### config.mk
export PLATFORM = sky130hd
export DESIGN_NAME = bcp_param_bank
export DESIGN_NICKNAME = d
export VERILOG_FILES = /design/src/verilog/bcp_consec_filter.v /design/src/verilog/bcp_param_bank.v
export VERILOG_INCLUDE_DIRS = /design/src /design/src/verilog
export SDC_FILE = /design/constraint.sdc
export NUM_CORES = 1
export LEC_CHECK = 0
export BUFFER_PORTS_ARGS = -buffer_cell sky130_fd_sc_hd__buf_2
export CELL_PAD_IN_SITES_DETAIL_PLACEMENT = 1
export CELL_PAD_IN_SITES_GLOBAL_PLACEMENT = 1
export CORE_ASPECT_RATIO = 2
export CORE_MARGIN = 2
export CORE_UTILIZATION = 40
export DETAILED_ROUTE_END_ITERATION = 12
export GPL_ROUTABILITY_DRIVEN = 0
export PLACE_DENSITY = 0.78
export SLEW_MARGIN = 5
export SYNTH_ARGS = -nofsm -noshare
export SYNTH_HDL_FRONTEND = slang
export SYNTH_SLANG_ARGS = --single-unit
### constraint.sdc
create_clock -name clk -period 3.73 [get_ports clk]
set_clock_uncertainty 0.1 [all_clocks]
set_input_delay 0.1865 -clock clk [delete_from_list [all_inputs] [get_ports clk]]
set_output_delay 0.1865 -clock clk [all_outputs]
set_load 0.005 [all_outputs]
### src/verilog/bcp_consts.vh
// Constants for the line blockage check parameter bank
`ifndef BCP_CONSTS_VH
`define BCP_CONSTS_VH

// Parameter indices
`define BCP_IDX_CHECK_MODE      12'h812
`define BCP_IDX_SAMPLE_PERIOD   12'h813
`define BCP_IDX_ALERT_PRIORITY  12'h814
`define BCP_IDX_RESULT_FLAGS    12'h815
`define BCP_IDX_HIGH_ALERT      12'h816
`define BCP_IDX_LOW_ALERT       12'h817
`define BCP_IDX_ALARM_LINK_MASK 12'h818

// Reset values
`define BCP_RST_CHECK_MODE      8'h00
`define BCP_RST_SAMPLE_PERIOD   16'h00B4
`define BCP_RST_ALERT_PRIORITY  8'h01
`define BCP_RST_RESULT_FLAGS    16'h0000
`define BCP_RST_ALARM_LINK_MASK 16'h08FC

// Check mode codes
`define BCP_MODE_STOP           8'h00
`define BCP_MODE_CALC           8'h01
`define BCP_MODE_REF            8'h02

// Block mode codes and write classes
`define BCP_BLK_OOS             2'h0
`define BCP_BLK_MAN             2'h1
`define BCP_BLK_AUTO            2'h2
`define BCP_WCLASS_OOS          2'h0
`define BCP_WCLASS_MAN          2'h1
`define BCP_WCLASS_AUTO         2'h2

// Sampling period limits in seconds
`define BCP_PERIOD_MIN          16'h0014
`define BCP_PERIOD_MAX          16'hFFFF

// Result flag bit positions
`define BCP_BIT_A_BLOCK         2
`define BCP_BIT_LO_FLUCT        3
`define BCP_BIT_HI_FLUCT        4
`define BCP_BIT_LO_BLOCK        5
`define BCP_BIT_HI_BLOCK        6
`define BCP_BIT_B_BLOCK         7
`define BCP_BIT_INV_BLKF        8
`define BCP_BIT_INV_HI          9
`define BCP_BIT_INV_LO          10
`define BCP_BIT_INV_DIFF        11
`define BCP_BIT_OUT_RANGE       12
`define BCP_BIT_FLG_TEMP_LO     13
`define BCP_BIT_FLG_TEMP_HI     14
`define BCP_BIT_PV_LINK         15

// Timing
`define BCP_TICK_S              1
`define BCP_CLK_MHZ             125
`define BCP_TICK_CYCLES         (`BCP_TICK_S * `BCP_CLK_MHZ * 1000000)
`define BCP_CONSEC_DEFAULT      3

`endif

### src/verilog/bcp_consec_filter.v
// Consecutive-evaluation filter for the blockage conditions
`timescale 1ns/1ps
`include "bcp_consts.vh"

module bcp_consec_filter #(
    parameter N_COND   = 6,
    parameter CNT_W    = 4,
    parameter CONSEC_N = `BCP_CONSEC_DEFAULT
) (
    input  wire              clk,
    input  wire              reset,
    input  wire              eval_stb,
    input  wire              clear,
    input  wire [N_COND-1:0] cross_in,
    output wire [N_COND-1:0] detect
);

    localparam [CNT_W-1:0] LIMIT = CONSEC_N[CNT_W-1:0];

    genvar g;
    generate
        for (g = 0; g < N_COND; g = g + 1) begin : g_cond
            reg [CNT_W-1:0] cnt_q;
            reg             det_q;
            always @(posedge clk) begin
                if (reset || clear) begin
                    cnt_q <= {CNT_W{1'b0}};
                    det_q <= 1'b0;
                end else if (eval_stb) begin
                    // Any miss restarts the run and clears the alarm
                    if (!cross_in[g]) begin
                        cnt_q <= {CNT_W{1'b0}};
                        det_q <= 1'b0;
                    end else begin
                        if (cnt_q < LIMIT)
                            cnt_q <= cnt_q + {{(CNT_W-1){1'b0}}, 1'b1};
                        det_q <= (cnt_q + {{(CNT_W-1){1'b0}}, 1'b1}) >= LIMIT;
                    end
                end
            end
            assign detect[g] = det_q;
        end
    endgenerate

endmodule // bcp_consec_filter

### src/verilog/bcp_param_bank.v
// Parameter bank and mode control for the line blockage check
//
// Contract
// - Check mode codes: 0 stop, 1 calculate, 2 reference; stopped after reset.
// - In stop mode no evaluation runs and result flags other than bit 15 keep their values.
// - In calculate mode evaluate every period; alarms follow each outcome.
// - Writing reference mode captures new references, then mode becomes calculate.
// - Sampling period is 20 to 65535 seconds, 180 after reset.
// - Period, priority and link mask writes are accepted only while stopped.
// - Write class gates writes by block mode: O/S, manual, automatic.
// - One priority value serves both alerts, default 1.
// - Bits 8-11 invalid references, 12 out of range, 13-14 flange temperature.
// - Bit 15 shows an abnormality linked to the three process value statuses.
// - High-side alert from A, B, high fluctuation/blockage, invalid refs, range.
// - Low-side alert from A, B, low fluctuation/blockage, invalid refs, range.
// - Link mask selects flags for analog alert and display; resets to 0x08FC.
// - Mask bit 15 set and abnormality marks process values uncertain.
// - Blockage declared after a set number of consecutive crossings, default 3.
`timescale 1ns/1ps
`include "bcp_consts.vh"

module bcp_param_bank #(
    parameter TICK_CYCLES = `BCP_TICK_CYCLES,
    parameter CONSEC_N    = `BCP_CONSEC_DEFAULT
) (
    input  wire        clk,
    input  wire        reset,
    input  wire [1:0]  block_mode,
    input  wire        param_wr,
    input  wire        param_rd,
    input  wire [11:0] param_index,
    input  wire [15:0] param_wdata,
    output reg  [15:0] param_rdata,
    output reg         param_rd_valid,
    output reg         param_wr_ack,
    output reg         param_wr_reject,
    input  wire [5:0]  cond_cross,
    input  wire        out_of_range_in,
    input  wire        flange_temp_low_in,
    input  wire        flange_temp_high_in,
    output reg         ref_capture_req,
    input  wire        ref_capture_done,
    input  wire [3:0]  ref_invalid_in,
    output reg         eval_pulse,
    output reg  [7:0]  check_mode_out,
    output reg  [7:0]  alert_priority_out,
    output reg         high_side_alert_out,
    output reg         low_side_alert_out,
    output reg  [15:0] alert_forward,
    output reg         pv_status_uncertain
);

    localparam [1:0] ST_IDLE = 2'h0;
    localparam [1:0] ST_RUN  = 2'h1;
    localparam [1:0] ST_REF  = 2'h2;

    localparam [31:0] TICK_LAST = TICK_CYCLES - 1;

    // Every parameter in this bank belongs to the automatic write class
    localparam [1:0] WCLASS = `BCP_WCLASS_AUTO;

    reg  [7:0]  check_mode_q;
    reg  [7:0]  check_mode_d;
    reg  [15:0] sample_period_q;
    reg  [7:0]  alert_priority_q;
    reg  [15:0] alarm_link_mask_q;
    reg  [15:0] result_flags_q;
    reg  [3:0]  ref_invalid_q;
    reg  [1:0]  state_q;
    reg  [1:0]  state_d;
    reg  [31:0] tick_cnt_q;
    reg  [15:0] sec_cnt_q;
    reg         eval_stb_q;
    reg         filt_clear;

    wire [5:0]  detect;
    wire [15:0] flags_view;
    wire        high_alert;
    wire        low_alert;
    wire        abnormal;
    wire        eval_now;   // One cycle ahead of eval_stb_q so flags take this outcome

    reg         class_ok;
    reg         stopped;
    reg         wr_ok;
    reg         wr_bad;
    reg  [15:0] rd_mux;

    bcp_consec_filter #(
        .N_COND   (6),
        .CNT_W    (4),
        .CONSEC_N (CONSEC_N)
    ) u_filter (
        .clk      (clk),
        .reset    (reset),
        .eval_stb (eval_now),
        .clear    (filt_clear),
        .cross_in (cond_cross),
        .detect   (detect)
    );

    // Block mode against write class
    always @* begin
        case (WCLASS)
            `BCP_WCLASS_OOS:  class_ok = (block_mode == `BCP_BLK_OOS);
            `BCP_WCLASS_MAN:  class_ok = (block_mode == `BCP_BLK_OOS) ||
                                         (block_mode == `BCP_BLK_MAN);
            `BCP_WCLASS_AUTO: class_ok = (block_mode == `BCP_BLK_OOS) ||
                                         (block_mode == `BCP_BLK_MAN) ||
                                         (block_mode == `BCP_BLK_AUTO);
            default:          class_ok = 1'b0;
        endcase
    end

    // Write acceptance decode
    always @* begin
        stopped = (check_mode_q == `BCP_MODE_STOP);
        wr_ok   = 1'b0;
        wr_bad  = 1'b0;
        if (param_wr) begin
            if (!class_ok) begin
                wr_bad = 1'b1;
            end else if (param_index == `BCP_IDX_CHECK_MODE) begin
                // Codes above reference are undefined
                if (param_wdata[15:8] == 8'h00 && param_wdata[7:0] <= `BCP_MODE_REF)
                    wr_ok = 1'b1;
                else
                    wr_bad = 1'b1;
            end else if (param_index == `BCP_IDX_SAMPLE_PERIOD) begin
                if (stopped && param_wdata >= `BCP_PERIOD_MIN && param_wdata <= `BCP_PERIOD_MAX)
                    wr_ok = 1'b1;
                else
                    wr_bad = 1'b1;
            end else if (param_index == `BCP_IDX_ALERT_PRIORITY) begin
                if (stopped && param_wdata[15:8] == 8'h00)
                    wr_ok = 1'b1;
                else
                    wr_bad = 1'b1;
            end else if (param_index == `BCP_IDX_ALARM_LINK_MASK) begin
                if (stopped)
                    wr_ok = 1'b1;
                else
                    wr_bad = 1'b1;
            end else begin
                // Read-only and unknown indices refuse writes
                wr_bad = 1'b1;
            end
        end
    end

    // Mode sequencer
    always @* begin
        state_d      = state_q;
        check_mode_d = check_mode_q;
        filt_clear   = 1'b0;
        if (wr_ok && param_index == `BCP_IDX_CHECK_MODE)
            check_mode_d = param_wdata[7:0];
        case (state_q)
            ST_IDLE: begin
                if (check_mode_d == `BCP_MODE_CALC) begin
                    state_d    = ST_RUN;
                    filt_clear = 1'b1;
                end else if (check_mode_d == `BCP_MODE_REF) begin
                    state_d    = ST_REF;
                end
            end
            ST_RUN: begin
                if (check_mode_d == `BCP_MODE_STOP) begin
                    state_d = ST_IDLE;
                end else if (check_mode_d == `BCP_MODE_REF) begin
                    state_d = ST_REF;
                end
            end
            ST_REF: begin
                if (check_mode_d == `BCP_MODE_STOP) begin
                    state_d = ST_IDLE;
                end else if (check_mode_d == `BCP_MODE_CALC) begin
                    state_d    = ST_RUN;
                    filt_clear = 1'b1;
                end else if (ref_capture_done) begin
                    // Capture finished: fall into calculation unaided
                    check_mode_d = `BCP_MODE_CALC;
                    state_d      = ST_RUN;
                    filt_clear   = 1'b1;
                end
            end
            default: begin
                state_d      = ST_IDLE;
                check_mode_d = `BCP_MODE_STOP;
            end
        endcase
    end

    always @(posedge clk) begin
        if (reset) begin
            state_q      <= ST_IDLE;
            check_mode_q <= `BCP_RST_CHECK_MODE;
        end else begin
            state_q      <= state_d;
            check_mode_q <= check_mode_d;
        end
    end

    // Stored parameters
    always @(posedge clk) begin
        if (reset) begin
            sample_period_q   <= `BCP_RST_SAMPLE_PERIOD;
            alert_priority_q  <= `BCP_RST_ALERT_PRIORITY;
            alarm_link_mask_q <= `BCP_RST_ALARM_LINK_MASK;
        end else if (wr_ok) begin
            if (param_index == `BCP_IDX_SAMPLE_PERIOD)
                sample_period_q <= param_wdata;
            if (param_index == `BCP_IDX_ALERT_PRIORITY)
                alert_priority_q <= param_wdata[7:0];
            if (param_index == `BCP_IDX_ALARM_LINK_MASK)
                alarm_link_mask_q <= param_wdata;
        end
    end

    // Reference capture handshake; invalid flags replace the old set
    always @(posedge clk) begin
        if (reset) begin
            ref_capture_req <= 1'b0;
            ref_invalid_q   <= 4'h0;
        end else begin
            ref_capture_req <= (state_d == ST_REF) && !(state_q == ST_REF && ref_capture_done);
            if (state_q == ST_REF && ref_capture_done && check_mode_d == `BCP_MODE_CALC)
                ref_invalid_q <= ref_invalid_in;
        end
    end

    assign eval_now = (state_q == ST_RUN) && !filt_clear && (tick_cnt_q >= TICK_LAST) &&
                      (sec_cnt_q + 16'h0001 >= sample_period_q);

    // Period timer: one second ticks, evaluation when the period is used up
    always @(posedge clk) begin
        if (reset) begin
            tick_cnt_q <= 32'h0000_0000;
            sec_cnt_q  <= 16'h0000;
            eval_stb_q <= 1'b0;
        end else if (state_q != ST_RUN || filt_clear) begin
            // Timer restarts so each run gets a full first period
            tick_cnt_q <= 32'h0000_0000;
            sec_cnt_q  <= 16'h0000;
            eval_stb_q <= 1'b0;
        end else begin
            eval_stb_q <= 1'b0;
            if (tick_cnt_q >= TICK_LAST) begin
                tick_cnt_q <= 32'h0000_0000;
                if (sec_cnt_q + 16'h0001 >= sample_period_q) begin
                    sec_cnt_q  <= 16'h0000;
                    eval_stb_q <= 1'b1;
                end else begin
                    sec_cnt_q <= sec_cnt_q + 16'h0001;
                end
            end else begin
                tick_cnt_q <= tick_cnt_q + 32'h0000_0001;
            end
        end
    end

    // Result flags 2-7 and 12-14 taken only on an evaluation in calculate mode; bits 8-11 and 15 every cycle
    always @(posedge clk) begin
        if (reset) begin
            result_flags_q <= `BCP_RST_RESULT_FLAGS;
        end else begin
            result_flags_q[1:0] <= 2'b00;
            result_flags_q[`BCP_BIT_INV_DIFF:`BCP_BIT_INV_BLKF] <= ref_invalid_q;
            if (eval_stb_q && state_q == ST_RUN) begin
                result_flags_q[`BCP_BIT_B_BLOCK:`BCP_BIT_A_BLOCK] <= detect;
                result_flags_q[`BCP_BIT_OUT_RANGE]   <= out_of_range_in;
                result_flags_q[`BCP_BIT_FLG_TEMP_LO] <= flange_temp_low_in;
                result_flags_q[`BCP_BIT_FLG_TEMP_HI] <= flange_temp_high_in;
            end
            result_flags_q[`BCP_BIT_PV_LINK] <= abnormal && alarm_link_mask_q[`BCP_BIT_PV_LINK];
        end
    end

    assign flags_view = {1'b0, result_flags_q[14:2], 2'b00};

    // Any selected condition counts as an abnormality
    assign abnormal = |(flags_view[14:2] & alarm_link_mask_q[14:2]);

    assign high_alert = flags_view[`BCP_BIT_A_BLOCK]  | flags_view[`BCP_BIT_B_BLOCK] |
                        flags_view[`BCP_BIT_HI_FLUCT] | flags_view[`BCP_BIT_HI_BLOCK] |
                        flags_view[`BCP_BIT_INV_BLKF] | flags_view[`BCP_BIT_INV_HI] |
                        flags_view[`BCP_BIT_INV_DIFF] | flags_view[`BCP_BIT_OUT_RANGE];

    assign low_alert  = flags_view[`BCP_BIT_A_BLOCK]  | flags_view[`BCP_BIT_B_BLOCK] |
                        flags_view[`BCP_BIT_LO_FLUCT] | flags_view[`BCP_BIT_LO_BLOCK] |
                        flags_view[`BCP_BIT_INV_BLKF] | flags_view[`BCP_BIT_INV_LO] |
                        flags_view[`BCP_BIT_INV_DIFF] | flags_view[`BCP_BIT_OUT_RANGE];

    // Read mux
    always @* begin
        if (param_index == `BCP_IDX_CHECK_MODE)
            rd_mux = {8'h00, check_mode_q};
        else if (param_index == `BCP_IDX_SAMPLE_PERIOD)
            rd_mux = sample_period_q;
        else if (param_index == `BCP_IDX_ALERT_PRIORITY)
            rd_mux = {8'h00, alert_priority_q};
        else if (param_index == `BCP_IDX_RESULT_FLAGS)
            rd_mux = result_flags_q;
        else if (param_index == `BCP_IDX_HIGH_ALERT)
            rd_mux = {15'h0000, high_side_alert_out};
        else if (param_index == `BCP_IDX_LOW_ALERT)
            rd_mux = {15'h0000, low_side_alert_out};
        else if (param_index == `BCP_IDX_ALARM_LINK_MASK)
            rd_mux = alarm_link_mask_q;
        else
            rd_mux = 16'h0000;
    end

    // Registered outputs
    always @(posedge clk) begin
        if (reset) begin
            param_rdata         <= 16'h0000;
            param_rd_valid      <= 1'b0;
            param_wr_ack        <= 1'b0;
            param_wr_reject     <= 1'b0;
            eval_pulse          <= 1'b0;
            check_mode_out      <= `BCP_RST_CHECK_MODE;
            alert_priority_out  <= `BCP_RST_ALERT_PRIORITY;
            high_side_alert_out <= 1'b0;
            low_side_alert_out  <= 1'b0;
            alert_forward       <= 16'h0000;
            pv_status_uncertain <= 1'b0;
        end else begin
            param_rdata         <= param_rd ? rd_mux : param_rdata;
            param_rd_valid      <= param_rd;
            param_wr_ack        <= wr_ok;
            param_wr_reject     <= wr_bad;
            eval_pulse          <= eval_stb_q;
            check_mode_out      <= check_mode_q;
            alert_priority_out  <= alert_priority_q;
            high_side_alert_out <= high_alert;
            low_side_alert_out  <= low_alert;
            alert_forward       <= flags_view & alarm_link_mask_q;
            pv_status_uncertain <= abnormal && alarm_link_mask_q[`BCP_BIT_PV_LINK];
        end
    end

endmodule // bcp_param_bank

==> summary.txt <==
Finish
  • Post-route design area: 10,600 sq um
  • # diodes: 0
  • FF+latch area: 3990 sq um
  • Area delta synth->final: 20.0%
  • Util after Layout: 0.485
  • Ratio of cells with drive above 1 in the final layout: 0.154
  • FILL cells: 2,567
  • Multi-input gate area: 4580 sq um
  • Final net count: 1,200

Power
  • Logic gate share of total power: 0.039
  • Clock share of power: 0.462
  • Switching Share: 0.216
  • P_leak: 4.05 nW
  • Psw: 927 uW
  • Seq pwr share: 0.499
  • Peak supply drop: 0.383 mV
  • Power Internal: 3.36 mW
  • Pwr dens: 404 nW/um^2

Yosys
  • Synth top area share: 0.451
  • Mapped Cells: 999
  • Post-synth EDFFs: 0
  • Mapped Avg Cell Area: 8.85 sq um
  • Ys flop type: dfxtp_1
  • Synthesized area: 8840 sq um
  • FFs w/ async S/R, synth: 0
  • Synth cell count leaders: dfxtp_1, nand2_1, nor2_1
  • Synth cell types: 70
  • Most common cell in the synthesized netlist: dfxtp_1
  • Syn. warnings: 0
  • Main area contributors after synthesis: dfxtp_1, nand2_1, nor2_1, ha_1, a21oi_1
  • Synth area leader: dfxtp_1
  • #FFs+latches synth: 199
  • Register area share after synthesis: 0.451

Hold path
  • Hold path cells: 2
  • Hold worst-path end: ref_invalid_q[1]$_SDFFE_PP0P_
  • Hold WC Path Type: primary input to flop
  • Hold_sp: reset

Setup path
  • Cells along the critical path: and3_1, and3_1, nand3_2, nor2_1, xor2_1, ha_1, and4_1, a221o_1, a211o_1, a21o_1, or4_1, a31oi_1
  • Worst R2R End: sec_cnt_q[4]$_SDFFE_PP0N_
  • Startpoint types: flop
  • Crit-path max FO: 6
  • Crit Path Class: flop to flop
  • Worst endpoint required time: 4000 ps
  • Setup crit end kind: flop
  • Worst r2r path cells: 12
  • CP max stage cell: or4_1
  • Critical path's largest stage delay: 480 ps
  • Most used cell, CP: and3_1
  • Reg2Reg Setup Slack: 150 ps
  • Worst r2r src: sec_cnt_q[5]$_SDFFE_PP0N_
  • Critical path data arrival time: 3850 ps

STA
  • Final worst slack: 152 ps
  • Setup TNS: 0 ps
  • Worst slew margin: 0.212
  • Final Hold Fails: 0
  • Tcrit/Tclk final: 0.959
  • Final setup viols: 0
  • Minimum clock period: 3580 ps
  • Hold slack: 90.6 ps
  • Least-Margin Pin Slew: 1180 ps
  • Max Fclk: 279 MHz
  • Slew Limit Fails: 0

Route
  • 1st-iter DRT viols: 398
  • DRT met1 WL: 10,800 um
  • 1st-pass router iterations: 8
  • Vias: 8,011
  • Uppermost layer routed: met4
  • Met3 wire len: 1110 um
  • Total Wirelength: 26,100 um
  • Wire per inst: 18.5 um
  • Vias/cell: 5.68
  • Metal2 WL: 13,600 um
  • DRC: 0
  • DRT antenna net count: 0

Die
  • DIE HEIGHT: 214 um
  • Core area: 21,900 sq um
  • Die X: 109 um
  • Row Count: 77
  • Die area: 23,400 sq um
  • Num ports: 104
  • Initial Utilization: 0.404

Place
  • Area after DPL: 9620 sq um
  • IO buf count: 100
  • DPL Wire Length: 18,300 um
  • Pre-CTS setup slack: 109 ps

Global route
  • Vias in the first global route: 8,360
  • Total gr overflow: 0
  • First-pass GRT wire length: 42,200 um
  • GRT Util Overall: 0.228
  • Largest net degree at the start of global routing: 69
  • Antenna violations before repair: 0

Clock tree
  • CTS root buffer: clkbuf_16
  • Clock sinks: 199
  • Clk_lat worst skew: 450 ps
  • Cts bufs inserted: 17
  • Clk slew on worst S/H paths: 70 ps
  • CTS tree: built
  • Max Buffers Root-to-Sink: 2
  • H-tree depth: 4

Run status
  • Status: complete, no violations

Flow run
  • Max-cap violations: 0
## cell families (layout without fill, tap and decap cells)
group | count (synthesis) | after routing | synth area share
mux | 16 | 16 | 0.0183
flops | 199 | 199 | 0.451
compound gates | 213 | 213 | 0.169
buf+inv | 79 | 208 | 0.0381
fa+ha+maj | 30 | 30 | 0.0425
other cells | 1 | 8 | 0.000424
xor+xnor | 39 | 39 | 0.0386
simple gates | 422 | 422 | 0.243
## area by class of cell
cell class / instances / share of cell area
flip-flops and latches: 199 / 0.376
well taps: 276 / 0.0326
clock inverters: 12 / 0.0165
clock buffers: 20 / 0.0431
multi-input cells: 728 / 0.432
repair buffers: 148 / 0.0904
inverters: 28 / 0.00991
## registers in the layout (all words and copies together), names as in the netlist, 13 cells and up
register,count
sec_cnt_q,16
result_flags_q,14
sample_period_q,16
param_rdata,16
alarm_link_mask_q,16
tick_cnt_q,32
alert_forward,13
u_filter.g_cond.cnt_q,24
## stage by stage
| step | cells | power, mW |
|---|---|---|
| finish | 1411 | 4.29 |
| floorplan | 1006 | 2.26 |
| CTS | 1411 | 4.32 |
| global placement | 1346 | 2.32 |
| detailed placement | 1346 | 2.33 |
| global route | 1411 | 4.41 |
## power by group through the flow
| stage | combinational, mW | clock [mW] | sequential [mW] |
|---|---|---|---|
| after floorplan | 0.0711 | 0 | 2.19 |
| after global placement | 0.133 | 0 | 2.19 |
| after detailed placement | 0.137 | 0 | 2.19 |
| after CTS | 0.165 | 2.01 | 2.14 |
| after global routing | 0.182 | 2.09 | 2.14 |
| final | 0.166 | 1.98 | 2.14 |
## layout by cell type, fill, tap and decap left out, types with 15 or more instances in the layout
cell           instances
clkbuf_16             17
xnor2_1               18
a21oi_1               67
nor2_1               102
nand2_1              130
buf_2                 99
o21ai_0               25
ha_1                  29
nor2b_1               26
buf_4                 15
dlygate4sd3_1         33
nand3_1               35
inv_1                 28
xor2_1                21
dfxtp_1              198
mux2i_1               15
## critical path, delay by kind of cell (launching register included)
kind                     cells  cell delay [ps]
adder cells (fa/ha/maj)      1              270
XOR/XNOR                     1              200
AO/OA/AOI/OAI                4             1080
AND/OR/NAND/NOR              6             1430
flip-flops                   1              430
## how the worst max path moves through the flow
stage                                                    end                 startpoint
finish                             sec_cnt_q[4]$_SDFFE_PP0N_  sec_cnt_q[5]$_SDFFE_PP0N_
detailed placement                 sec_cnt_q[4]$_SDFFE_PP0N_  sec_cnt_q[0]$_SDFFE_PP0N_
global route        u_filter.g_cond[1].cnt_q[1]$_SDFFE_PP0P_  sec_cnt_q[2]$_SDFFE_PP0N_
global placement                   sec_cnt_q[4]$_SDFFE_PP0N_  sec_cnt_q[0]$_SDFFE_PP0N_
CTS                                sec_cnt_q[4]$_SDFFE_PP0N_  sec_cnt_q[0]$_SDFFE_PP0N_
floorplan                          sec_cnt_q[4]$_SDFFE_PP0N_  sec_cnt_q[0]$_SDFFE_PP0N_
## layer usage
| layer | vias up | GRT usage |
|---|---|---|
| li1 | 3831 | - |
| met1 | 3942 | 0.272 |
| met2 | 196 | 0.402 |
| met3 | 42 | 0.0416 |
| met4 | 0 | 0.0735 |
| met5 | - | 0 |
## repair_timing
action                                  4_1_cts  5_1_grt
gates resized for setup                       0        6
hold endpoints to repair                     61        0
endpoints found under the setup margin        0       15
hold buffers                                 33        0
buffers inserted                              0        0
(Power assumes the default switching activity.)
